==> src/wit_pkg.sv <==
// Constants for the watch and interval timer: register offset, field layout, widths.
// Assumes a byte-wide CPU register space addressed by 16-bit addresses.
package wit_pkg;
  localparam logic [15:0] WIT_CTRL_ADDR = 16'hff6f;
  localparam logic [7:0] WIT_CTRL_RESET = 8'h00;
  localparam int WIT_BIT_ENABLE = 0;
  localparam int WIT_BIT_RUN = 1;
  localparam int WIT_WSEL_LO = 2;
  localparam int WIT_WSEL_HI = 3;
  localparam int WIT_ISEL_LO = 4;
  localparam int WIT_ISEL_HI = 6;
  localparam int WIT_BIT_CLKSEL = 7;
  localparam int WIT_PRESCALER_W = 11;
  localparam int WIT_COUNTER_W = 5;
  localparam int WIT_MAIN_DIV_W = 7;
  localparam int WIT_ISEL_BASE = 4;
  localparam int WIT_WATCH_TAP = 9;
  localparam int WIT_WATCH_SHORT_TAP = 4;
  localparam int WIT_WATCH_MID_BITS = 4;
  localparam int WIT_TAP_LEN_W = 5;
  typedef enum logic [1:0]
  {
    WIT_WSEL_2P14 = 2'b00,
    WIT_WSEL_2P13 = 2'b01,
    WIT_WSEL_2P5 = 2'b10,
    WIT_WSEL_2P4 = 2'b11
  } wit_wsel_t;
endpackage

==> src/wit_tap.sv <==
// Overflow detector: pulses when the low len_i bits of a counter are all ones on a step.
// Assumes the counter advances by one exactly when step_i is high.
module wit_tap
  import wit_pkg::*;
#(
  parameter int W = 11
)
(
  input wire logic [W-1:0] value_i,
  input wire logic [WIT_TAP_LEN_W-1:0] len_i,
  input wire logic step_i,
  output logic hit_o
);
  logic [W-1:0] mask;

  initial
  begin
    if (W < 1 || W > 31)
      $error("wit_tap width out of range");
  end

  always_comb
  begin
    mask = '0;
    for (int i = 0; i < W; i++)
    begin
      if (i < int'(len_i))
        mask[i] = 1'b1;
    end
    hit_o = step_i && ((value_i & mask) == mask);
  end
endmodule

==> src/wit_top.sv <==
// Watch and interval timer with its byte-wide control register.
// Assumes the oscillator tick inputs are one-cycle pulses synchronous to clk_i.
// How it works
// - clock-select bit picks main/128 or subsystem
// - prescaler bits 4-6 select interval 2^4..2^11
// - bits 3:2 select watch period
// - bit 1 runs or clears 5-bit counter
// - bit 0 low clears prescaler and counter
// - watch interrupts only with both enables set
// - clearing bit 1 leaves prescaler running
// - interval interrupt repeats whenever bit 0 set
// - counter starts at next prescaler output
// - reset clears register; bit and byte writes
module wit_top
  import wit_pkg::*;
#(
  parameter int PRESCALER_W = WIT_PRESCALER_W,
  parameter int COUNTER_W = WIT_COUNTER_W
)
(
  input wire logic clk_i,
  input wire logic sys_rst_i,
  input wire logic main_osc_tick_i,
  input wire logic sub_osc_tick_i,
  input wire logic [15:0] addr_i,
  input wire logic byte_wr_i,
  input wire logic [7:0] wr_data_i,
  input wire logic bit_wr_i,
  input wire logic [2:0] bit_sel_i,
  input wire logic bit_val_i,
  input wire logic rd_i,
  output logic [7:0] rd_data_o,
  output logic watch_irq_o,
  output logic interval_irq_o
);
  logic [7:0] watch_mode_control_reg;
  logic [7:0] watch_mode_control_next;
  logic [WIT_MAIN_DIV_W-1:0] main_div_reg;
  logic [PRESCALER_W-1:0] prescaler_reg;
  logic [COUNTER_W-1:0] counter_reg;
  logic watch_count_clock;
  logic timer_enable;
  logic counter_run;
  logic count_clock_select;
  logic [2:0] interval_select;
  wit_wsel_t watch_period_select;
  logic fw_step;
  logic interval_hit;
  logic counter_step;
  logic counter_full_hit;
  logic counter_mid_hit;
  logic short_hit;
  logic watch_hit;
  logic [WIT_TAP_LEN_W-1:0] interval_len;
  logic [WIT_TAP_LEN_W-1:0] short_len;
  logic sel_addr;

  initial
  begin
    if (PRESCALER_W != WIT_PRESCALER_W || COUNTER_W != WIT_COUNTER_W)
      $error("wit_top widths must match the fixed period table");
    if (WIT_ISEL_BASE + 7 > PRESCALER_W)
      $error("wit_top interval taps exceed the prescaler");
    if (WIT_WATCH_TAP >= PRESCALER_W || WIT_WATCH_MID_BITS >= COUNTER_W)
      $error("wit_top watch taps exceed the counters");
  end

  // ----------------------------------------------------------------
  // Control register
  // ----------------------------------------------------------------
  assign sel_addr = (addr_i == WIT_CTRL_ADDR);
  assign timer_enable = watch_mode_control_reg[WIT_BIT_ENABLE];
  assign counter_run = watch_mode_control_reg[WIT_BIT_RUN];
  assign count_clock_select = watch_mode_control_reg[WIT_BIT_CLKSEL];
  assign interval_select = watch_mode_control_reg[WIT_ISEL_HI:WIT_ISEL_LO];
  assign watch_period_select = wit_wsel_t'(watch_mode_control_reg[WIT_WSEL_HI:WIT_WSEL_LO]);

  // A byte write wins over a bit write that arrives in the same cycle.
  always_comb
  begin
    watch_mode_control_next = watch_mode_control_reg;
    if (sel_addr && byte_wr_i)
    begin
      watch_mode_control_next = wr_data_i;
    end
    else if (sel_addr && bit_wr_i)
    begin
      watch_mode_control_next[bit_sel_i] = bit_val_i;
    end
  end

  // Bits 4 to 7 are not guarded; changing them mid-count just skews one period.
  always_ff @(posedge clk_i)
  begin
    if (sys_rst_i)
      watch_mode_control_reg <= WIT_CTRL_RESET;
    else
      watch_mode_control_reg <= watch_mode_control_next;
  end

  // ----------------------------------------------------------------
  // Read-back
  // ----------------------------------------------------------------
  // Other addresses read as zero so several blocks can share one OR-ed read bus.
  always_ff @(posedge clk_i)
  begin
    if (sys_rst_i)
      rd_data_o <= 8'h00;
    else if (rd_i && sel_addr)
      rd_data_o <= watch_mode_control_reg;
    else
      rd_data_o <= 8'h00;
  end

  // ----------------------------------------------------------------
  // Count clock
  // ----------------------------------------------------------------
  // The main divider runs free so a clock-select change never restarts it.
  always_ff @(posedge clk_i)
  begin
    if (sys_rst_i)
      main_div_reg <= '0;
    else if (main_osc_tick_i)
      main_div_reg <= main_div_reg + 1'b1;
  end

  assign watch_count_clock = count_clock_select ? sub_osc_tick_i
                           : (main_osc_tick_i && (&main_div_reg));
  assign fw_step = watch_count_clock && timer_enable;

  // ----------------------------------------------------------------
  // Prescaler and interval interrupt
  // ----------------------------------------------------------------
  always_ff @(posedge clk_i)
  begin
    if (sys_rst_i)
      prescaler_reg <= '0;
    else if (!timer_enable)
      prescaler_reg <= '0;
    else if (fw_step)
      prescaler_reg <= prescaler_reg + 1'b1;
  end

  // One tap module serves every period, so the select only sets a mask length.
  assign interval_len = WIT_TAP_LEN_W'(WIT_ISEL_BASE) + WIT_TAP_LEN_W'(interval_select);

  wit_tap #(.W(PRESCALER_W)) u_interval_tap
  (
    .value_i(prescaler_reg),
    .len_i(interval_len),
    .step_i(fw_step),
    .hit_o(interval_hit)
  );

  wit_tap #(.W(PRESCALER_W)) u_counter_tap
  (
    .value_i(prescaler_reg),
    .len_i(WIT_TAP_LEN_W'(WIT_WATCH_TAP)),
    .step_i(fw_step),
    .hit_o(counter_step)
  );

  // ----------------------------------------------------------------
  // Watch counter and watch interrupt
  // ----------------------------------------------------------------
  // The counter only moves on a prescaler output, so the first watch period
  // after start can run short by up to one such output.
  always_ff @(posedge clk_i)
  begin
    if (sys_rst_i)
      counter_reg <= '0;
    else if (!timer_enable || !counter_run)
      counter_reg <= '0;
    else if (counter_step)
      counter_reg <= counter_reg + 1'b1;
  end

  assign counter_full_hit = counter_step && (&counter_reg);
  assign counter_mid_hit = counter_step && (&counter_reg[WIT_WATCH_MID_BITS-1:0]);
  // Codes 10 and 11 tap the prescaler directly, so they still need the run bit.
  assign short_len = (watch_period_select == WIT_WSEL_2P5)
                   ? WIT_TAP_LEN_W'(WIT_WATCH_SHORT_TAP + 1)
                   : WIT_TAP_LEN_W'(WIT_WATCH_SHORT_TAP);

  wit_tap #(.W(PRESCALER_W)) u_short_tap
  (
    .value_i(prescaler_reg),
    .len_i(short_len),
    .step_i(fw_step),
    .hit_o(short_hit)
  );

  always_comb
  begin
    case (watch_period_select)
      WIT_WSEL_2P14: watch_hit = counter_full_hit;
      WIT_WSEL_2P13: watch_hit = counter_mid_hit;
      default: watch_hit = short_hit;
    endcase
  end

  // ----------------------------------------------------------------
  // Interrupt pulses
  // ----------------------------------------------------------------
  // Both requests leave flip-flops so a tap decode never glitches onto them.
  always_ff @(posedge clk_i)
  begin
    if (sys_rst_i)
      watch_irq_o <= 1'b0;
    else
      watch_irq_o <= watch_hit && timer_enable && counter_run;
  end

  always_ff @(posedge clk_i)
  begin
    if (sys_rst_i)
      interval_irq_o <= 1'b0;
    else
      interval_irq_o <= interval_hit;
  end
endmodule

==> config.mk <==
export PLATFORM = sky130hd
export DESIGN_NAME = wit_top
export DESIGN_NICKNAME = d
export VERILOG_FILES = /design/src/wit_pkg.sv /design/src/wit_tap.sv /design/src/wit_top.sv
export SDC_FILE = /design/constraint.sdc
export NUM_CORES = 1
export LEC_CHECK = 0
export ABC_AREA = 1
export BUFFER_PORTS_ARGS = -buffer_cell sky130_fd_sc_hd__clkbuf_2
export CORE_MARGIN = 3
export CORE_UTILIZATION = 38
export DETAILED_ROUTE_END_ITERATION = 10
export HOLD_SLACK_MARGIN = 0.08
export PLACE_DENSITY = 0.57
export SETUP_SLACK_MARGIN = 0.5
export SYNTH_ARGS = -nofsm -noshare
export SYNTH_HDL_FRONTEND = slang
export SYNTH_SLANG_ARGS = --single-unit
==> constraint.sdc <==
create_clock -name clk_i -period 2.6 [get_ports clk_i]
set_input_delay 0.39 -clock clk_i [delete_from_list [all_inputs] [get_ports clk_i]]
set_output_delay 0.39 -clock clk_i [all_outputs]
set_load 0.005 [all_outputs]
==> metrics.yaml <==
worst_ep_arrival_time_ps: 2000
clock_power_share_pct: 42.3
drv.max_cap_violation_count: 0
globalplace.congestion: 0.849
cts_max_level: 2
timing_hold_violations_final: 0
overflow: 0
fraction_of_power_consumed_by_combinational_cells_pct: 6.0
clock_latency_late_sink_ps: 290
drt_iter0_markers: 81
vias_in_the_first_global_route: 1983
p_per_area_nw_per_um2: 465
largest_register_ffs: 11
detail_route.wirelength_um: 5110
cellInternalPower_uw: 973
cts_clk_pin_slew_worst_paths_ps: 80
min_from: "main_osc_tick_i"
worstPathCellList: "ha_1 > nand3_1 > inv_1 > nand2_1 > inv_1 > ha_1 > nand3_2 > o21ai_0 > nor2_1"
final-setup-viol-count: 0
numPortBuffers: 44
floorplan.core_area_um2: 5640
clk_root_buffer_cell: "clkbuf_8"
critPathSlowestCell: "dfxtp_1"
yosys_warnings: 0
setup_tns_ps: 0
fin_nets: 423
post-route-util_pct: 46.7
grt_start_max_net_pins: 19
cts.repair_timing.setup_buffer_count: 0
switching_share_pct: 20.6
grt_usage_pct: 14.8
synth_cell_types: 32
timing.max_slew.rel_slack_pct: 68.4
num_io_pins: 45
drt_pre_antenna_iters: 4
initial_antenna_violation_count: 0
synth_area_um2: 2270
timing.rr.start: "prescaler_reg[0]"
cp-startpoint: "prescaler_reg[0]"
dieArea_um2: 6930
stage_delay_of_the_slowest_cell_on_the_critical_path_ps: 400
routed_vias: 2228
critPathTopFamily: "simple AND/OR/NAND/NOR gates"
critical_path.endpoint_type: "flip-flop"
tritoncts: "built"
die-width_um: 83.2
die-height_um: 83.2
insertedDiodeCount: 0
crit-reg2reg-capture: "counter_reg[0]"
worstRegToRegCells: 9
row_count: 27
layout-drive-gt1-share_pct: 16.4
hold_end: "main_div_reg[1]"
run_status: "finished clean"
synth_sequential_area_ratio_pct: 36.2
worst_setup_slack_after_layout_ps: 788
worst_pin_slew_ps: 475
period_minus_slack_ps: 1810
timing.hold.worst.class: "primary input to flip-flop"
required_ps: 2790
rsz0062_at_grt: "false"
route.detailed.vias_per_inst: 4.89
maxClockFrequency_ghz: 0.552
cts_buffers: 5
syn_inst: 342
final_report_max_slew_violation_count: 0
clock_skew_ps: 10.8
min_path_cells: 2
timing.reg2reg.setup_slack_ps: 790
startpoint_type: "flip-flop"
cts.hold.buffers_added: 0
route.detailed.wl_per_inst_um: 11.2
hpwl_um: 3930
floorplan.initialDensity_pct: 40.2
clock_path_buffers: 2
synthToLayoutAreaGrowth_pct: 16.2
post_route_drc: 0
cts.sinks: 41
timing_worst_setup_path_type: "flip-flop to flip-flop"
yosys_register_bits: 41
static-leakage-power_uw: 0.00112
post_cts_resize_count: 0
cp_max_fo: 8
post_synth.cell_area_avg_um2: 6.63
synth_fp_nets: 382
ir_worst_vdd_uv: 222
place_ws_ps: 807
seq_power_share_pct: 51.7
grt_pass1_wl_um: 8750
period_share_pct: 69.7
switchingPower_uw: 252
worstPathBufferInverterCount: 2
detail-route-antenna-nets: 0
final cells by class:
class                           count  area [um^2]
Fill cell                         591         3010
Multi-Input combinational cell    256         1250
Sequential cell                    41          821
Timing Repair Buffer               44          220
Inverter                           35          133
Tap cell                           72         90.1
Clock buffer                        7         86.3
Clock inverter                      1         30.0
worst max path at each step:
| stage | endpoint | slack (ps) | cells past startpoint |
|---|---|---|---|
| global route | counter_reg[0] | 570 | 9 |
| floorplan | counter_reg[0] | 1010 | 9 |
| detailed placement | counter_reg[0] | 810 | 9 |
| CTS | counter_reg[0] | 800 | 9 |
| global placement | counter_reg[0] | 850 | 9 |
| finish | counter_reg[0] | 790 | 9 |
layer usage:
layer	GRT usage (%)	vias up	wire, um
li1	-	1197	-
met1	20.0	990	2590
met2	23.9	35	2280
met3	2.88	6	178
met4	4.46	0	64
met5	0	-	0
cell families after synthesis:
logic type,count (synthesis),synth area share (%)
xor+xnor,7,2.71
flops,41,36.2
fa+ha+maj,5,2.76
buf+inv,45,8.45
compound gates,39,9.88
simple gates,205,40.0
power groups by stage:
| stage | sequential (uW) | clock (uW) | combinational, uW |
|---|---|---|---|
| detailed placement | 648 | 0 | 73.4 |
| CTS | 633 | 536 | 73.6 |
| floorplan | 647 | 0 | 40.4 |
| finish | 633 | 518 | 73.5 |
| global placement | 648 | 0 | 72.2 |
| global route | 634 | 556 | 84.2 |
metrics by stage:
| step | cell area, um^2 | cells | power, uW | hold slack, ps |
|---|---|---|---|---|
| after global placement | 2520 | 448 | 720 | 454 |
| after detailed placement | 2520 | 448 | 721 | 475 |
| final | 2630 | 456 | 1230 | 385 |
| after global routing | 2630 | 456 | 1270 | 391 |
| after floorplan | 2270 | 342 | 687 | 437 |
| after CTS | 2630 | 456 | 1240 | 378 |
cells in the final DEF, fill, tap and decap left out, drive strengths merged:
cell,netlist,final
xor2,6,6
a31oi,2,2
nor2,50,50
ha,5,5
clkbuf,3,51
o211ai,9,9
dfxtp,41,41
nand3,18,18
or2,1,1
clkinv,1,1
nand4,8,8
nor3,17,17
nor4,8,8
o22ai,1,1
nand2,100,100
inv,34,34
bufinv,0,1
and2,1,1
nand3b,1,1
o21a,1,1
a21oi,19,19
o21ai,7,7
nor3b,1,1
xnor2,1,1
Yosys cell counts:
cell	count	share of area, %
xnor2_1	1	0.39
nand3_1	17	3.8
buf_2	5	1.1
nor2_1	47	7.8
nor2_4	1	0.50
a31oi_1	2	0.55
nand3_2	1	0.44
nor3_2	2	0.88
o21ai_0	7	1.5
nand2_4	1	0.50
nor2_2	2	0.55
buf_6	2	0.99
o211ai_1	9	3.0
o22ai_1	1	0.28
and2_1	1	0.28
nand3b_1	1	0.33
or2_0	1	0.28
nand4_1	8	2.2
nor4_1	8	2.2
dfxtp_1	41	36
o21a_1	1	0.33
inv_1	32	5.3
ha_1	5	2.8
nor3_1	15	3.3
nor3b_1	1	0.33
nand2_2	2	0.55
xor2_1	6	2.3
inv_2	2	0.33
a21oi_1	19	4.2
clkinv_2	1	0.22
nand2_1	97	16
clkbuf_1	3	0.50
(Power assumes the default switching activity.)
